`src/hw/cs_unit_pkg.sv`:
```
// Constants, register map and carrier types for the chip-select and wait-state unit.
package cs_unit_pkg;

  // Register I/O addresses.
  localparam logic [15:0] UPPER_OFS = 16'hFFA0;
  localparam logic [15:0] LOWER_OFS = 16'hFFA2;
  localparam logic [15:0] PERIPH_OFS = 16'hFFA4;
  localparam logic [15:0] MID_OFS = 16'hFFA6;
  localparam logic [15:0] MPMODE_OFS = 16'hFFA8;

  // Reset values; the upper region must work from reset so code can be fetched.
  localparam logic [15:0] UPPER_RST = 16'h80BF;
  localparam logic [15:0] LOWER_RST = 16'h0000;
  localparam logic [15:0] PERIPH_RST = 16'h0000;
  localparam logic [15:0] MID_RST = 16'h0000;
  localparam logic [15:0] MPMODE_RST = 16'h0000;

  // Default configuration values written by start-up software.
  localparam logic [15:0] UPPER_DEF = 16'h80BF;
  localparam logic [15:0] LOWER_DEF = 16'h7FBF;
  localparam logic [15:0] MPMODE_DEF = 16'hA0BF;

  // Field positions.
  localparam int WAIT_MSB = 1;
  localparam int WAIT_LSB = 0;
  localparam int PWAIT_MSB = 2;
  localparam int READY_IGN_BIT = 2;
  localparam int REFRESH_BIT = 6;
  localparam int CS_MODE_BIT = 7;
  localparam int UPPER_BASE_MSB = 15;
  localparam int UPPER_BASE_LSB = 8;
  localparam int LOWER_TOP_MSB = 14;
  localparam int LOWER_TOP_LSB = 8;
  localparam int MID_BASE_MSB = 15;
  localparam int MID_BASE_LSB = 9;
  localparam int MID_SIZE_MSB = 14;
  localparam int MID_SIZE_LSB = 8;
  localparam int PER_BASE_MSB = 15;
  localparam int PER_BASE_LSB = 7;

  // Peripheral select layout in I/O space.
  localparam int NUM_PCS = 7;
  localparam logic [2:0] PCS_UNUSED = 3'h4;
  localparam logic [2:0] PCS_FIRST_HIGH = 3'h5;
  localparam logic [15:0] PCS_SPAN = 16'h0700;

  // Wait code to inserted wait states for the low peripheral selects.
  localparam logic [3:0] WAIT_MAP [0:7] = '{4'h0, 4'h1, 4'h2, 4'h3, 4'h5, 4'h7, 4'h9, 4'hF};

  // Enable timing.
  localparam int PERIOD_NS = 8;
  localparam int BASE_NS = 100;
  localparam int WAIT_NS = 25;

  typedef struct packed {
    logic io;
    logic wr;
    logic [19:0] addr;
    logic [15:0] wdata;
  } bus_req_t;

  typedef struct packed {
    logic upper;
    logic lower;
    logic mid;
    logic [NUM_PCS-1:0] periph;
  } sel_t;

  typedef enum logic [1:0] {
    ST_IDLE = 2'b00,
    ST_REG = 2'b01,
    ST_ACT = 2'b10
  } state_t;

endpackage

```
`src/hw/enable_timer.sv`:
```
// Counts the length of one select enable from its wait-state setting.
`timescale 1ns/1ps
module enable_timer
  import cs_unit_pkg::*;
(
  input wire logic clk,
  input wire logic rst_n,
  input wire logic start,
  input wire logic [3:0] wait_states,
  output logic time_up
);

  logic [6:0] cnt_r;
  logic [6:0] cnt_nxt;
  logic [8:0] en_ns;
  logic [6:0] load_cyc;

  always_comb begin
    en_ns = 9'(BASE_NS + WAIT_NS * int'(wait_states));
    load_cyc = 7'((int'(en_ns) + PERIOD_NS - 1) / PERIOD_NS - 1);
    cnt_nxt = cnt_r;
    if (start) begin
      cnt_nxt = load_cyc;
    end else if (cnt_r != 7'h00) begin
      cnt_nxt = cnt_r - 7'h01;
    end
  end

  always_ff @(posedge clk or negedge rst_n) begin
    if (!rst_n) begin
      cnt_r <= 7'h00;
    end else begin
      cnt_r <= cnt_nxt;
    end
  end

  assign time_up = (cnt_r == 7'h00);

endmodule

```
`src/hw/chip_select_wait_state_unit.sv`:
```
// Region decoder, configuration registers and access sequencer of the chip-select unit.
// What this block does
// - The upper select covers memory from the programmed base up to the top, the top half megabyte by default.
// - The upper default value gives a 512K block from 0x80000 with three wait states.
// - The lower select covers memory from zero up to the programmed top, never above half a megabyte.
// - The lower default value gives three wait states, no refresh and no wait for external ready.
// - The mid select zero covers a programmed window, 256K at 0x80000 by default.
// - With the mode default, peripheral selects five and six are chip selects with three wait states.
// - Peripheral selects zero to three are chip selects, fifteen wait states with the default code.
// - Peripheral select zero starts at the programmed I/O base and each next one 0x100 higher.
// - The low peripheral wait code 0..7 inserts 0, 1, 2, 3, 5, 7, 9 or 15 wait states.
// - An enable lasts 100 ns plus 25 ns for each wait state.
`timescale 1ns/1ps
module chip_select_wait_state_unit
  import cs_unit_pkg::*;
(
  input wire logic clk,
  input wire logic rstn,
  input wire logic req_valid,
  input wire bus_req_t req,
  input wire logic ext_ready,
  output logic req_busy,
  output logic req_done,
  output logic [15:0] rdata,
  output sel_t sel,
  output logic refresh_en
);

  ////////////////////////////////////////////////////////////////////////////
  // Reset release and ready synchroniser.

  logic rst_meta_r;
  logic rst_n_s;
  logic rdy_meta_r;
  logic rdy_sync_r;

  always_ff @(posedge clk or negedge rstn) begin
    if (!rstn) begin
      rst_meta_r <= 1'b0;
      rst_n_s <= 1'b0;
    end else begin
      rst_meta_r <= 1'b1;
      rst_n_s <= rst_meta_r;
    end
  end

  always_ff @(posedge clk or negedge rst_n_s) begin
    if (!rst_n_s) begin
      rdy_meta_r <= 1'b0;
      rdy_sync_r <= 1'b0;
    end else begin
      rdy_meta_r <= ext_ready;
      rdy_sync_r <= rdy_meta_r;
    end
  end

  ////////////////////////////////////////////////////////////////////////////
  // Registers and address decode.

  logic [15:0] upper_r, lower_r, per_r, mid_r, mpm_r;
  logic [15:0] upper_nxt, lower_nxt, per_nxt, mid_nxt, mpm_nxt;
  logic lower_en_r, per_en_r, mid_en_r, mpm_en_r;
  logic lower_en_nxt, per_en_nxt, mid_en_nxt, mpm_en_nxt;
  logic reg_hit;
  logic [15:0] reg_val;
  sel_t hit;
  logic [3:0] hit_ws;
  logic hit_ign;
  logic [15:0] per_base;
  logic [15:0] io_off;
  logic [2:0] pidx;
  logic [19:0] mid_base;
  logic [19:0] mid_size;
  logic take;

  always_comb begin
    reg_hit = 1'b1;
    reg_val = 16'h0000;
    if (!req.io) begin
      reg_hit = 1'b0;
    end else if (req.addr[15:0] == UPPER_OFS) begin
      reg_val = upper_r;
    end else if (req.addr[15:0] == LOWER_OFS) begin
      reg_val = lower_r;
    end else if (req.addr[15:0] == PERIPH_OFS) begin
      reg_val = per_r;
    end else if (req.addr[15:0] == MID_OFS) begin
      reg_val = mid_r;
    end else if (req.addr[15:0] == MPMODE_OFS) begin
      reg_val = mpm_r;
    end else begin
      reg_hit = 1'b0;
    end
  end

  always_comb begin
    hit = '0;
    hit_ws = 4'h0;
    hit_ign = 1'b1;
    per_base = {per_r[PER_BASE_MSB:PER_BASE_LSB], 7'h00};
    io_off = req.addr[15:0] - per_base;
    pidx = io_off[10:8];
    mid_base = {mid_r[MID_BASE_MSB:MID_BASE_LSB], 13'h0000};
    mid_size = {mpm_r[MID_SIZE_MSB:MID_SIZE_LSB], 13'h0000};
    if (req.io) begin
      // Peripheral ranges from the I/O base, 0x100 apart.
      if (!reg_hit && per_en_r && mpm_en_r && req.addr[15:0] >= per_base && io_off < PCS_SPAN &&
          pidx != PCS_UNUSED) begin
        if (pidx < PCS_UNUSED) begin
          // Low selects with mapped wait code.
          hit.periph = 7'(7'h01 << pidx);
          hit_ws = WAIT_MAP[per_r[PWAIT_MSB:WAIT_LSB]];
          hit_ign = per_r[READY_IGN_BIT];
        end else if (mpm_r[CS_MODE_BIT]) begin
          // High selects only in chip-select mode.
          hit.periph = 7'(7'h01 << pidx);
          hit_ws = {2'b00, mpm_r[WAIT_MSB:WAIT_LSB]};
          hit_ign = mpm_r[READY_IGN_BIT];
        end
      end
    // Mid window wins where it overlaps the upper region.
    end else if (mid_en_r && mpm_en_r && req.addr >= mid_base &&
                 {1'b0, req.addr} < ({1'b0, mid_base} + {1'b0, mid_size})) begin
      hit.mid = 1'b1;
      hit_ws = {2'b00, mid_r[WAIT_MSB:WAIT_LSB]};
      hit_ign = mid_r[READY_IGN_BIT];
    // Upper region up to the top of memory.
    end else if (req.addr[19:12] >= upper_r[UPPER_BASE_MSB:UPPER_BASE_LSB]) begin
      hit.upper = 1'b1;
      hit_ws = {2'b00, upper_r[WAIT_MSB:WAIT_LSB]};
      hit_ign = upper_r[READY_IGN_BIT];
    // Lower region from zero, bounded to the low half megabyte.
    end else if (lower_en_r && !req.addr[19] && req.addr[18:12] <= lower_r[LOWER_TOP_MSB:LOWER_TOP_LSB]) begin
      hit.lower = 1'b1;
      hit_ws = {2'b00, lower_r[WAIT_MSB:WAIT_LSB]};
      hit_ign = lower_r[READY_IGN_BIT];
    end
  end

  always_comb begin
    upper_nxt = upper_r;
    lower_nxt = lower_r;
    per_nxt = per_r;
    mid_nxt = mid_r;
    mpm_nxt = mpm_r;
    lower_en_nxt = lower_en_r;
    per_en_nxt = per_en_r;
    mid_en_nxt = mid_en_r;
    mpm_en_nxt = mpm_en_r;
    if (take && reg_hit && req.wr) begin
      if (req.addr[15:0] == UPPER_OFS) begin
        // Upper value sets block and waits.
        upper_nxt = req.wdata;
      end else if (req.addr[15:0] == LOWER_OFS) begin
        lower_nxt = req.wdata;
        lower_en_nxt = 1'b1;
      end else if (req.addr[15:0] == PERIPH_OFS) begin
        per_nxt = req.wdata;
        per_en_nxt = 1'b1;
      end else if (req.addr[15:0] == MID_OFS) begin
        mid_nxt = req.wdata;
        mid_en_nxt = 1'b1;
      end else begin
        mpm_nxt = req.wdata;
        mpm_en_nxt = 1'b1;
      end
    end
  end

  always_ff @(posedge clk or negedge rst_n_s) begin
    if (!rst_n_s) begin
      upper_r <= UPPER_RST;
      lower_r <= LOWER_RST;
      per_r <= PERIPH_RST;
      mid_r <= MID_RST;
      mpm_r <= MPMODE_RST;
      lower_en_r <= 1'b0;
      per_en_r <= 1'b0;
      mid_en_r <= 1'b0;
      mpm_en_r <= 1'b0;
    end else begin
      upper_r <= upper_nxt;
      lower_r <= lower_nxt;
      per_r <= per_nxt;
      mid_r <= mid_nxt;
      mpm_r <= mpm_nxt;
      lower_en_r <= lower_en_nxt;
      per_en_r <= per_en_nxt;
      mid_en_r <= mid_en_nxt;
      mpm_en_r <= mpm_en_nxt;
    end
  end

  // Refresh stays off while the lower register holds a cleared refresh bit.
  assign refresh_en = lower_en_r && lower_r[REFRESH_BIT];

  ////////////////////////////////////////////////////////////////////////////
  // Access sequencer.

  state_t state_r, state_nxt;
  sel_t sel_r, sel_nxt;
  logic [15:0] rdata_r, rdata_nxt;
  logic [3:0] ws_r, ws_nxt;
  logic ign_r, ign_nxt;
  logic [19:0] addr_r, addr_nxt;
  logic io_r, io_nxt;
  logic start;
  logic time_up;

  // Register writes are taken only while the sequencer is idle.
  assign take = req_valid && (state_r == ST_IDLE);

  always_comb begin
    state_nxt = state_r;
    sel_nxt = sel_r;
    rdata_nxt = rdata_r;
    ws_nxt = ws_r;
    ign_nxt = ign_r;
    addr_nxt = addr_r;
    io_nxt = io_r;
    start = 1'b0;
    req_done = 1'b0;
    case (state_r)
      ST_IDLE: begin
        if (req_valid) begin
          addr_nxt = req.addr;
          io_nxt = req.io;
          if (reg_hit) begin
            state_nxt = ST_REG;
            if (!req.wr) begin
              rdata_nxt = reg_val;
            end
          // No region hit ends the access with no select.
          end else if (hit != '0) begin
            sel_nxt = hit;
            ws_nxt = hit_ws;
            ign_nxt = hit_ign;
            start = 1'b1;
            state_nxt = ST_ACT;
          end else begin
            state_nxt = ST_REG;
          end
        end
      end
      ST_REG: begin
        req_done = 1'b1;
        state_nxt = ST_IDLE;
      end
      ST_ACT: begin
        // Hold the enable for its timed length and any external ready wait.
        if (time_up && (ign_r || rdy_sync_r)) begin
          req_done = 1'b1;
          sel_nxt = '0;
          state_nxt = ST_IDLE;
        end
      end
      default: begin
        state_nxt = ST_IDLE;
        sel_nxt = '0;
      end
    endcase
  end

  always_ff @(posedge clk or negedge rst_n_s) begin
    if (!rst_n_s) begin
      state_r <= ST_IDLE;
      sel_r <= '0;
      rdata_r <= 16'h0000;
      ws_r <= 4'h0;
      ign_r <= 1'b1;
      addr_r <= 20'h00000;
      io_r <= 1'b0;
    end else begin
      state_r <= state_nxt;
      sel_r <= sel_nxt;
      rdata_r <= rdata_nxt;
      ws_r <= ws_nxt;
      ign_r <= ign_nxt;
      addr_r <= addr_nxt;
      io_r <= io_nxt;
    end
  end

  enable_timer u_timer (
    .clk(clk),
    .rst_n(rst_n_s),
    .start(start),
    .wait_states(hit_ws),
    .time_up(time_up)
  );

  assign req_busy = (state_r != ST_IDLE);
  assign rdata = rdata_r;
  assign sel = sel_r;

  ////////////////////////////////////////////////////////////////////////////
  // Checks.

  logic [6:0] act_cnt_r;
  logic [15:0] off_r;

  always_ff @(posedge clk or negedge rst_n_s) begin
    if (!rst_n_s) begin
      act_cnt_r <= 7'h00;
    end else if (start) begin
      act_cnt_r <= 7'h01;
    end else if (state_r == ST_ACT) begin
      act_cnt_r <= act_cnt_r + 7'h01;
    end
  end

  assign off_r = addr_r[15:0] - per_base;

  a_upper_region: assert property (@(posedge clk) disable iff (!rst_n_s)
    sel_r.upper |-> !io_r && addr_r[19:12] >= upper_r[UPPER_BASE_MSB:UPPER_BASE_LSB])
    else $error("upper select outside its region");

  a_upper_default: assert property (@(posedge clk) disable iff (!rst_n_s)
    start && hit.upper && upper_r == UPPER_DEF |-> req.addr >= 20'h80000 ##1 ws_r == 4'h3 && sel_r.upper)
    else $error("upper default not 512K with three waits");

  a_lower_region: assert property (@(posedge clk) disable iff (!rst_n_s)
    sel_r.lower |-> !addr_r[19] && addr_r[18:12] <= lower_r[LOWER_TOP_MSB:LOWER_TOP_LSB])
    else $error("lower select outside its region");

  a_lower_default: assert property (@(posedge clk) disable iff (!rst_n_s)
    sel_r.lower && lower_r == LOWER_DEF |-> ws_r == 4'h3 && ign_r && !refresh_en)
    else $error("lower default settings wrong");

  a_mid_window: assert property (@(posedge clk) disable iff (!rst_n_s)
    sel_r.mid |-> addr_r >= mid_base && {1'b0, addr_r} < ({1'b0, mid_base} + {1'b0, mid_size}))
    else $error("mid select outside its window");

  a_high_pcs_wait: assert property (@(posedge clk) disable iff (!rst_n_s)
    (sel_r.periph[5] || sel_r.periph[6]) && mpm_r == MPMODE_DEF |-> ws_r == 4'h3 && mpm_r[CS_MODE_BIT])
    else $error("high peripheral select wait wrong");

  a_low_pcs_wait: assert property (@(posedge clk) disable iff (!rst_n_s)
    $rose(|sel_r.periph[3:0]) |-> ws_r == WAIT_MAP[per_r[PWAIT_MSB:WAIT_LSB]])
    else $error("low peripheral wait not mapped");

  a_low_pcs_slow: assert property (@(posedge clk) disable iff (!rst_n_s)
    |sel_r.periph[3:0] && per_r[PWAIT_MSB:WAIT_LSB] == 3'h7 |-> ws_r == 4'hF)
    else $error("low peripheral default not fifteen waits");

  a_pcs_address: assert property (@(posedge clk) disable iff (!rst_n_s)
    sel_r.periph != '0 |-> io_r && off_r < PCS_SPAN && sel_r.periph == 7'(7'h01 << off_r[10:8]))
    else $error("peripheral select on wrong range");

  a_enable_length: assert property (@(posedge clk) disable iff (!rst_n_s)
    state_r == ST_ACT && req_done && ign_r |->
      int'(act_cnt_r) == (BASE_NS + WAIT_NS * int'(ws_r) + PERIOD_NS - 1) / PERIOD_NS)
    else $error("enable length wrong");

  a_one_select: assert property (@(posedge clk) disable iff (!rst_n_s)
    $onehot0(sel_r) && (state_r == ST_ACT || sel_r == '0))
    else $error("more than one select or stray select");

endmodule

```
`config.mk`:
```
export PLATFORM = sky130hd
export DESIGN_NAME = chip_select_wait_state_unit
export DESIGN_NICKNAME = d
export VERILOG_FILES = /design/src/hw/cs_unit_pkg.sv /design/src/hw/enable_timer.sv /design/src/hw/chip_select_wait_state_unit.sv
export SDC_FILE = /design/constraint.sdc
export NUM_CORES = 1
export LEC_CHECK = 0
export ABC_AREA = 1
export ABC_CLOCK_PERIOD_IN_PS = 3700
export BUFFER_PORTS_ARGS = -buffer_cell sky130_fd_sc_hd__buf_4
export CAP_MARGIN = 20
export CORE_ASPECT_RATIO = 1.4
export CORE_MARGIN = 2
export CORE_UTILIZATION = 56
export CTS_BUF_LIST = sky130_fd_sc_hd__clkbuf_4 sky130_fd_sc_hd__clkbuf_8
export CTS_CLUSTER_DIAMETER = 200
export DETAILED_ROUTE_END_ITERATION = 6
export PLACE_DENSITY_LB_ADDON = 0.25
export SLEW_MARGIN = 15
export SYNTH_ARGS = -nofsm -noshare
export SYNTH_HDL_FRONTEND = slang
export SYNTH_SLANG_ARGS = --single-unit
```
`constraint.sdc`:
```
create_clock -name clk -period 3.7 [get_ports clk]
set_input_delay 0.185 -clock clk [delete_from_list [all_inputs] [get_ports clk]]
set_output_delay 0.185 -clock clk [all_outputs]
set_load 0.01 [all_outputs]
```
# After elaboration in Yosys (flattened, before gate mapping)
# Memory sizes are Yosys's and may differ from the RTL's.
# Index checks and enable logic that the tools add are counted.
word_totals:
  mem_bits_ro: 32
  memories: 1
  reg_bits: 124
op_classes:
  n_mul: 1
  n_reduce_logical: 34
  order_cmp: 8
  muxes: 56
  n_eq_ne: 12
  shifts: 1
  addsub: 8
  bitwise_logic: 9
mem_list:
  columns: ["name", "words", "word_bits", "rd", "rd_clocked_by_memory_dff", "wr", "line", "text"]
  rows:
  - ["(name not given)", 8, 4, 1, 0, 0, "chip_select_wait_state_unit.sv:112", "hit_ws = WAIT_MAP[per_r[PWAIT_MSB:WAIT_LSB]];"]
op_table:
  columns: ["cell", "count"]
  rows:
  - ["$mux W16", 6]
  - ["$eq A16 B16 Y1 const B", 5]
  - ["$mux W7", 6]
  - ["$mux W10", 4]
  - ["$pmux W10 S3", 1]
  - ["$mux W1", 22]
  - ["$add A20 B20 Y21", 1]
  - ["$lt A20 B21 Y1", 1]
  - ["$ge A20 B20 Y1", 1]
  - ["$mux W4", 5]
  - ["$mux W2", 9]
  - ["$ge A16 B16 Y1", 1]
  - ["$lt A16 B11 Y1 const B", 1]
  - ["$sub A16 B16 Y16", 1]
  - ["$logic_and A1 B1 Y1", 15]
  - ["$reduce_and A5 Y1", 3]
  - ["$reduce_and A4 Y1", 3]
  - ["$sub A10 B1 Y11 const B", 1]
  - ["$add A9 B4 Y10 const B", 1]
  - ["$reduce_bool A10 Y1", 1]
  - ["$add A8 B9 Y9 const A", 1]
  - ["$mul A5 B4 Y9 const A", 1]
  - ["$ge A8 B8 Y1", 1]
  - ["$add A7 B1 Y7", 1]
  - ["other kinds (26)", 37]

# Depth between registers and ports, before layout
# Gate-level depths: netlist (run 1).
depth:
  word_depth: 24
  ltp_mapped: 37

# By module
# A second synthesis (run 1) with hierarchy kept.
hier_totals:
  hier_cells: 1070
  hier_area_um2: 8206.6
modules_own_cells:
  columns: ["module", "instances", "cells_per_inst", "area_each_um2"]
  rows:
  - ["chip_select_wait_state_unit", 1, 909, 7118.1]
  - ["enable_timer", 1, 161, 1088.5]

# Worst setup path after synthesis (run 1)
# No wires, ideal clock.
synth_path:
  kind: "reg-to-reg"
  start: "register mid_r[9]"
  end: "register u_timer.cnt_r[6]"
  t_arrival_ns: 4.632
  path_buffers: 0
  setup_time_ns: 0.113
  period_less_slack_ns: 4.745
  path_stages_with_launch: 32
  setup_slack_ns: -1.045
  cell_sequence: "dfrtp_1 > ha_1 > fa_1 > a21oi_1 > o21ai_0 > nand2_1 > nand2_1 > a21oi_1 > xor2_1 > ha_1 > inv_1 > nor2_1 > nand2_1 > nand2_1 > o221ai_1 > o21ai_0 > o21ai_0 > ha_1 > ha_1 > ha_1 > fa_1 > nand2_1 > nor2_1 > inv_1 > nor2_1 > nand2_1 > nand2_1 > nand3_1 > nand2_1 > nand3_1 > nand2_1 > inv_1"
synth_between:
  elab_chain_len: 14
  elab_cells_between_ends: 25
synth_rtl:
  columns: ["element", "line", "text"]
  rows:
  - ["from (decl)", "chip_select_wait_state_unit.sv:60", "logic [15:0] upper_r, lower_r, per_r, mid_r, mpm_r;"]
  - ["from (signal assigned)", "chip_select_wait_state_unit.sv:185", "mid_r <= mid_nxt;"]
  - ["$add A20 B20 Y21 or $ge A20 B20 Y1 (tied branches)", "chip_select_wait_state_unit.sv:123, chip_select_wait_state_unit.sv:122", null]
  - ["$lt A20 B21 Y1 or $logic_and A1 B1 Y1 (tied branches)", "chip_select_wait_state_unit.sv:123, chip_select_wait_state_unit.sv:122", null]
  - ["$logic_and A1 B1 Y1 (*)", "chip_select_wait_state_unit.sv:122", "end else if (mid_en_r && mpm_en_r && req.addr >= mid_base &&"]
  - ["$mux W2", "chip_select_wait_state_unit.sv:122", null]
  - ["$mux W4", "chip_select_wait_state_unit.sv:105", "if (req.io) begin"]
  - ["$mul A5 B4 Y9", "enable_timer.sv:19", "en_ns = 9'(BASE_NS + WAIT_NS * int'(wait_states));"]
  - ["$add A8 B9 Y9", "enable_timer.sv:19", null]
  - ["$add A9 B4 Y10", "enable_timer.sv:20", "load_cyc = 7'((int'(en_ns) + PERIOD_NS - 1) / PERIOD_NS - 1);"]
  - ["$sub A10 B1 Y11", "enable_timer.sv:20", null]
  - ["$reduce_or A3 Y1 (no line)", null, null]
  - ["$and A1 B1 Y1 (no line)", null, null]
  - ["$add A7 B1 Y7 (no line)", null, null]
  - ["$sub A7 B2 Y7", "enable_timer.sv:20", null]
  - ["$mux W7", "enable_timer.sv:22", "if (start) begin"]
  - ["to (signal assigned)", "enable_timer.sv:33", "cnt_r <= cnt_nxt;"]
  - ["to (decl)", "enable_timer.sv:13", "logic [6:0] cnt_r;"]
# Every way passes the cells marked *; elsewhere a longest branch is shown, timed or not.
# A chain may end at the register's enable or synchronous reset.

# Worst setup path after layout (run 1)
layout_path:
  start: "register mpm_r[8]"
  end: "register u_timer.cnt_r[5]"
layout_between:
  elab_chain_len: 14
  elab_cells_between_ends: 23
layout_rtl:
  columns: ["element", "line", "text"]
  rows:
  - ["from (decl)", "chip_select_wait_state_unit.sv:60", null]
  - ["from (signal assigned)", "chip_select_wait_state_unit.sv:186", "mpm_r <= mpm_nxt;"]
  - ["$add A20 B20 Y21 (*)", "chip_select_wait_state_unit.sv:123", "{1'b0, req.addr} < ({1'b0, mid_base} + {1'b0, mid_size})) begin"]
  - ["$lt A20 B21 Y1 (*)", "chip_select_wait_state_unit.sv:123", null]
  - ["$logic_and A1 B1 Y1 (*)", "chip_select_wait_state_unit.sv:122", null]
  - ["$mux W2", "chip_select_wait_state_unit.sv:122", null]
  - ["$mux W4", "chip_select_wait_state_unit.sv:105", null]
  - ["$mul A5 B4 Y9", "enable_timer.sv:19", null]
  - ["$add A8 B9 Y9", "enable_timer.sv:19", null]
  - ["$add A9 B4 Y10", "enable_timer.sv:20", null]
  - ["$sub A10 B1 Y11", "enable_timer.sv:20", null]
  - ["$reduce_or A3 Y1 (no line)", null, null]
  - ["$and A1 B1 Y1 (no line)", null, null]
  - ["$add A7 B1 Y7 (no line)", null, null]
  - ["$sub A7 B2 Y7", "enable_timer.sv:20", null]
  - ["$mux W7", "enable_timer.sv:22", null]
# Marked as above.

==> results of run 1 <==
## worst register-to-register path, delay by kind of cell (launching register included)
kind,cells,cell delay (ns)
and+or+nand+nor,18,1.23
xor gates and xnor gates,1,0.16
DFF,1,0.40
AOI/OAI and AO/OA,3,0.35
adders and majority gates,7,1.84
buffers and inverters,7,0.51
## flip-flops by register name, summed over array words and instances, names as in the netlist, 2 cells and up
| name | cells |
|---|---|
| state_r | 2 |
| per_r | 16 |
| lower_r | 16 |
| upper_r | 16 |
| mid_r | 16 |
| u_timer.cnt_r | 7 |
| sel | 10 |
| rdata | 16 |
| mpm_r | 16 |
## where the power goes
group          switching, mW  total [mW]  internal, mW
sequential            0.0502        1.47          1.42
clock                  0.682        1.25         0.570
combinational          0.432       0.761         0.329
total                   1.16        3.49          2.32
## final cells by class
type	count	area share [%]
Clock inverter	15	1.649
Sequential cell	124	29.57
Tap cell	189	2.243
Clock buffer	17	2.219
Inverter	156	5.625
Timing Repair Buffer	214	15.66
Multi-Input combinational cell	731	43.03
## cells by family after synthesis
family	count (synthesis)	synth area share (%)
AO/OA/AOI/OAI	207	15.40
XOR/XNOR	10	1.167
adder cells (fa/ha/maj)	66	10.50
buffers and inverters	185	8.738
flip-flops	124	38.22
multiplexers	16	2.211
other	1	0.04602
AND/OR/NAND/NOR	431	23.71
## metal layers
| metal | GRT usage, % | vias up | wire (microns) |
|---|---|---|---|
| li1 | - | 3833 | - |
| met2 | 54.84 | 286 | 11970 |
| met4 | 17.70 | 0 | 1440 |
| met1 | 36.31 | 3762 | 9097 |
| met5 | 0 | - | 0 |
| met3 | 4.348 | 102 | 1152 |
## through the flow
stage	instance area [sq um]	total power [mW]	setup TNS, ns
after CTS	10390	3.438	-4.188
after floorplan	8194	1.941	-2.711
after global routing	10540	3.644	-6.311
final	10540	3.488	-4.487
after global placement	9861	2.158	-3.646
after detailed placement	9861	2.188	-4.336
## worst max path at each step
| stage | from | end | slack [ns] | depth (start not counted) |
|---|---|---|---|---|
| floorplan | mid_r[9]$_DFFE_PN0P_ | u_timer.cnt_r[6]$_DFFE_PN0P_ | -0.73 | 31 |
| global placement | mpm_r[8]$_DFFE_PN0P_ | u_timer.cnt_r[6]$_DFFE_PN0P_ | -0.83 | 32 |
| detailed placement | mpm_r[8]$_DFFE_PN0P_ | u_timer.cnt_r[6]$_DFFE_PN0P_ | -0.95 | 32 |
| CTS | mid_r[9]$_DFFE_PN0P_ | u_timer.cnt_r[6]$_DFFE_PN0P_ | -0.91 | 31 |
| global route | mpm_r[8]$_DFFE_PN0P_ | u_timer.cnt_r[4]$_DFFE_PN0P_ | -1.17 | 30 |
| finish | mpm_r[8]$_DFFE_PN0P_ | u_timer.cnt_r[5]$_DFFE_PN0P_ | -0.89 | 36 |
## cells in the final DEF (no fill, tap or decap), types with 4 or more instances in the layout
cell type	Yosys	layout
o21ai_1	24	27
xor2_1	6	6
mux2_2	11	11
inv_2	5	11
dfstp_2	9	9
nor2_4	3	4
a21oi_2	3	7
nor3_1	6	6
o21ai_0	85	80
a21oi_1	41	37
nand3_2	4	11
dfrtp_1	115	114
inv_6	0	5
nand2_4	5	8
inv_8	0	4
nor2_1	61	56
nand2_2	10	15
inv_1	150	142
a221oi_1	14	14
nand3_1	51	44
nand4_1	7	7
buf_6	1	4
mux2_1	5	5
o221ai_1	20	18
ha_1	62	54
nor2_2	6	10
ha_4	0	5
nand2_1	262	254
clkbuf_8	0	17
buf_4	0	206
## timing repair
item | 4_1_cts | 5_1_grt
endpoints found under the hold margin | 3 | 0
endpoints found under the setup margin | 7 | 16
pin swaps | 29 | 30
setup buffers | 3 | 5
resized for setup | 17 | 32
hold buffers | 2 | 0
==> metrics.txt, run 1 <==
max_cap viols 0; width of the die about 110 microns; Final Critical Period around 4.6 ns; I/O Buffers 70; share of cells above drive strength 1 a little under 30%; CP arrival between 4 and 5 ns; Die Y 146.7 microns; die area roughly 16000 sq um; Mapped Cells roughly 1000; root buffer cell clkbuf_8; first-pass GRT wire length roughly 38000 microns; pin count of the biggest net entering global routing between 80 and 90; synthesized net count roughly 1100; crit-path leading delay family adder cells; r2r endpoint u_timer.cnt_r[5]$_DFFE_PN0P_; Mean Syn Cell Area between 7 and 8 sq um; Post-synth EDFFs 0; Synth area leaders dfrtp_1 35%, nand2_1 12%, ha_1 9.5%; final setup vio count 7; Ys Warns 0; Routed WL about 24000 microns; CTS buffer count 17; Sequential Area just over 3000 sq um; slowest CP cell fa_2; failing checks negative setup slack; Fin. Hold Viols 0; Mapped Area 8148 sq um; Clock transition at path regs approximately 0.090 ns; nets@finish between 1000 and 1500; Slew Viols, Final 0; Yosys cell types 54; CP Capture Type flip-flop; skew final around 0.013 ns; Layout area overhead 29.41%; ys async rst share 100.0%; Core Rows 52; Remaining DRCs 0; share of the synthesized area in the top cell type between 30% and 40%; gr usage total 31.22%; worst skew pair latency 0.45 ns; worst r2r src mpm_r[8]$_DFFE_PN0P_; Yosys top cell by area dfrtp_1; WL per Instance roughly 16 microns; Finished Core Util between 70 and 80%; worst path bufs/invs 7; CP Data Required Time around 4.0 ns; slack of the worst reg-to-reg path -0.89 ns; worst hold path class input port to async pin; Leak between 5 and 6 nW; vias 7983; maximum clock path buffer count 2; Fmax 217.7 MHz; Routed Antenna Nets 0; FILL cells approximately 1100; Worst path max stage delay between 0.4 and 0.5 ns; Final Wtd Congestion roughly 0.92; Peak VDD IR ~0.00031 V; setup slack after layout -0.8929 ns; dpl ws -0.9479 ns; Rel. slew slack 40.59%; most frequent CP cell nand2_1; crit start category flip-flop; PD cells ~330 nW/um^2; Seq cells post-synth roughly 120; area of the multi-input gates roughly 4500 sq um; grt ovf 0; worst hold slack between 0.04 and 0.05 ns; most frequent cells after synthesis 262 x nand2_1, 150 x inv_1, 115 x dfrtp_1, 85 x o21ai_0, 62 x ha_1; initial antenna violation count 0; RSZ-0062 raised after global routing true; IO Pins between 70 and 80; period utilisation layout 124.1%; R2R depth 36; DR pass1 iterations 5; Synth Flop Type dfrtp_1; Final HPWL DP ~17000 microns; Core Region 14310 sq um; via/cell ratio approximately 5.5; crit path kind flip-flop to flip-flop; cell with the most instances after synthesis nand2_1; CTS tree built; maximum net fanout on the critical path 4; outcome finished with violations; ANT cells 0; Finished Layout Cells 1446; post-synthesis sequential area ratio 38.22%; DRT iter0 DRCs between 500 and 600; Inst Count DP roughly 1400; vias in the first global route approximately 8000; Starting Density between 50 and 60%; H-Tree Depth 4; clock sinks ~120; worst slew pin tran about 0.9 ns
(Power assumes the default switching activity.)
==> run 2: changes to the inputs <==
--- a/config.mk
+++ b/config.mk
@@ -22 +22,2 @@
 export SYNTH_SLANG_ARGS = --single-unit
+export TNS_END_PERCENT = 50
--- a/constraint.sdc
+++ b/constraint.sdc
@@ -3,2 +3,2 @@
 set_output_delay 0.185 -clock clk [all_outputs]
-set_load 0.01 [all_outputs]
+set_load 0.05 [all_outputs]
==> run 2 against run 1 <==
  * The flow still finishes with violations (negative setup slack)
  * Cell count is 0.21% higher
  * Sequential power is essentially flat
  * Register-to-register slack got worse by 0.24 ns
  * Final area fell by 0.37%
  * Worst hold slack hardly changed
  * Combinational power up 3.7%
  * Highest routed layer unchanged
==> metrics.txt, run 2 (synthesis results as in run 1) <==
Flop pwr share 43.6% (+1.3 points); CTS buffer count 17 (unchanged); r2r endpoint u_timer.cnt_r[5]$_DFFE_PN0P_; worst slew pin tran 0.9627 ns (+0.07373 ns); crit start category flip-flop; setup slack after layout -1.136 ns (-0.2427 ns); initial antenna violation count 0 (unchanged); Layout area overhead 28.93%; Sequential Area 3118 sq um (unchanged); IO Pins 71 (unchanged); Inst Count DP 1403 (-0.071%); I/O Buffers 70 (unchanged); maximum clock path buffer count 2 (unchanged); M1 GR Usage 34.88% (-1.4 points); Remaining DRCs 0 (unchanged); Core Region 14310 sq um (unchanged); Leak 5.297 nW (-0.11%); busiest layer in global routing met2; clock group share of total power 33.2% (-2.7 points); WL per Instance 16.61 microns (+1.5%); via/cell ratio 5.557 (+0.66%); share of cells above drive strength 1 29.29% (+0.41 points); outcome finished with violations; ANT cells 0 (unchanged); clock sinks 124 (unchanged); vias 8052 (+0.86%); Routed WL 24070 microns (+1.7%); FILL cells 1138 (+3.3%); Total Power 3.396 mW (-2.6%); CP Capture Type flip-flop; crit path kind flip-flop to flip-flop; RSZ-0062 raised after global routing true; fin area 10510 sq um (-0.37%); Slew Viols, Final 0 (unchanged); width of the die 105.9 microns (unchanged); PD cells 323.3 nW/um^2 (-2.3%); DRT iter0 DRCs 598 (+14%); skew final 0.01318 ns (+0.0003201 ns); most common cell after layout, fill and taps aside nand2_1; CP Data Required Time 4.05 ns (about the same); H-Tree Depth 4 (unchanged); CTS tree built; slowest CP cell dfrtp_1; CP arrival 5.18 ns (+0.25 ns); Final Critical Period 4.836 ns (+0.2427 ns); M3 GR Usage 5.146% (+0.80 points); Switching Share 34.68% (+1.3 points); Finished Core Util 73.39% (-0.27 points); die area 15540 sq um (unchanged); Fin. Hold Viols 0 (unchanged); slack of the worst reg-to-reg path -1.14 ns (-0.24 ns); met2 Usage GRT 56.16% (+1.3 points); grt ovf 0 (unchanged); worst skew pair latency 0.44 ns (about the same); DR pass1 iterations 7 (+2); Fmax 206.8 MHz (-5.0%); area of the multi-input gates 4536 sq um (about the same); Die Y 146.7 microns (unchanged); worst r2r src mid_r[9]$_DFFE_PN0P_; nets@finish 1355 (+0.22%); period utilisation layout 130.7% (+6.6 points); root buffer cell clkbuf_8; first-pass GRT wire length 38480 microns (+0.85%); maximum net fanout on the critical path 4 (unchanged); gr usage total 31.30% (+0.072 points); vias in the first global route 8066 (+1.9%); Core Rows 52 (unchanged); Rel. slew slack 35.82% (-4.8 points); most frequent cells in the layout 251 x nand2_1, 210 x buf_4, 139 x inv_1, 114 x dfrtp_1, 79 x o21ai_0; combinational share of power 23.2% (+1.4 points); failing checks negative setup slack; Routed Antenna Nets 0 (unchanged); Starting Density 56.92% (unchanged); final setup vio count 7 (unchanged); Finished Layout Cells 1449 (+0.21%); max_cap viols 0 (unchanged); Clock transition at path regs 0.09 ns (about the same); worst hold slack 0.04641 ns (+0.0004588 ns); R2R depth 31 (-14%); Area after DPL 9833 sq um (-0.28%); net switching power 1.178 mW (+1.1%); Final HPWL DP 17000 microns (about the same); worst hold path class input port to async pin; Peak VDD IR 0.0002543 V (-18%); pin count of the biggest net entering global routing 76 (-7.3%); P_int 2.219 mW (-4.5%); Worst path max stage delay 0.42 ns (-0.03 ns); Final Wtd Congestion 0.9810 (+6.7%)
==> run 2: changes by cell type in the layout (fill, tap and decap cells not counted), moves of 3 or more <==
cell / delta
inv_2: +5
buf_4: +4
nand2_2: +4
clkinv_2: +3
ha_2: -3
inv_1: -3
nand2_1: -3
==> run 2: how the worst max path moves through the flow <==
stage	start	end	slack [ns]	cells after the start
2_1_floorplan	mid_r[9]$_DFFE_PN0P_	u_timer.cnt_r[6]$_DFFE_PN0P_	-0.73	31
3_3_place_gp	mpm_r[8]$_DFFE_PN0P_	u_timer.cnt_r[6]$_DFFE_PN0P_	-0.82	32
5_1_grt	mid_r[9]$_DFFE_PN0P_	u_timer.cnt_r[5]$_DFFE_PN0P_	-1.45	31
6_report	mid_r[9]$_DFFE_PN0P_	u_timer.cnt_r[5]$_DFFE_PN0P_	-1.14	31
3_5_place_dp	mpm_r[8]$_DFFE_PN0P_	u_timer.cnt_r[6]$_DFFE_PN0P_	-0.97	32
4_1_cts	mid_r[9]$_DFFE_PN0P_	u_timer.cnt_r[6]$_DFFE_PN0P_	-0.87	31
==> run 2: metrics by stage <==
stage	setup TNS [ns]	setup slack [ns]
after floorplan	-2.910	-0.7322
after global placement	-3.871	-0.8235
after detailed placement	-4.833	-0.9694
after CTS	-3.934	-0.8695
after global routing	-6.991	-1.450
final	-4.979	-1.136
==> run 2: cell type report <==
type | count | area share (%)
Clock inverter | 15 | 1.251
Timing Repair Buffer | 217 | 15.82
Sequential cell | 124 | 29.68
Inverter | 156 | 5.598
Multi-Input combinational cell | 731 | 43.18
Tap cell | 189 | 2.251
Clock buffer | 17 | 2.227
==> run 2: critical path, delay by kind of cell (launching register included) <==
kind,cells,cell delay (ns)
flip-flops,1,0.42
AO/OA/AOI/OAI,7,0.90
AND/OR/NAND/NOR,10,0.73
buffers and inverters,5,0.39
adder cells (fa/ha/maj),7,1.92
XOR/XNOR,2,0.37
==> run 2: layer usage <==
layer | vias to the layer above | wire (microns)
met5 | - | 0
met4 | 0 | 1190
met3 | 94 | 1411
met2 | 337 | 12450
met1 | 3775 | 9021
li1 | 3846 | -
==> run 2: power by group through the flow <==
stage                     logic, mW  clock network (mW)  registers, mW
after detailed placement      0.736                   0           1.51
final                         0.789                1.13           1.48
after CTS                     0.759                1.14           1.48
after global placement        0.714                   0           1.51
after global routing          0.864                1.20           1.49
after floorplan               0.468                   0           1.53
==> run 2: timing repair <==
| action | 4_1_cts | 5_1_grt |
|---|---|---|
| resized for setup | 26 | 30 |
| cloned | 0 | 0 |
| pin swaps | 16 | 33 |
| endpoints found under the hold margin | 3 | 0 |
| hold buffers | 2 | 0 |
| endpoints found under the setup margin | 7 | 8 |
| setup buffers | 7 | 5 |
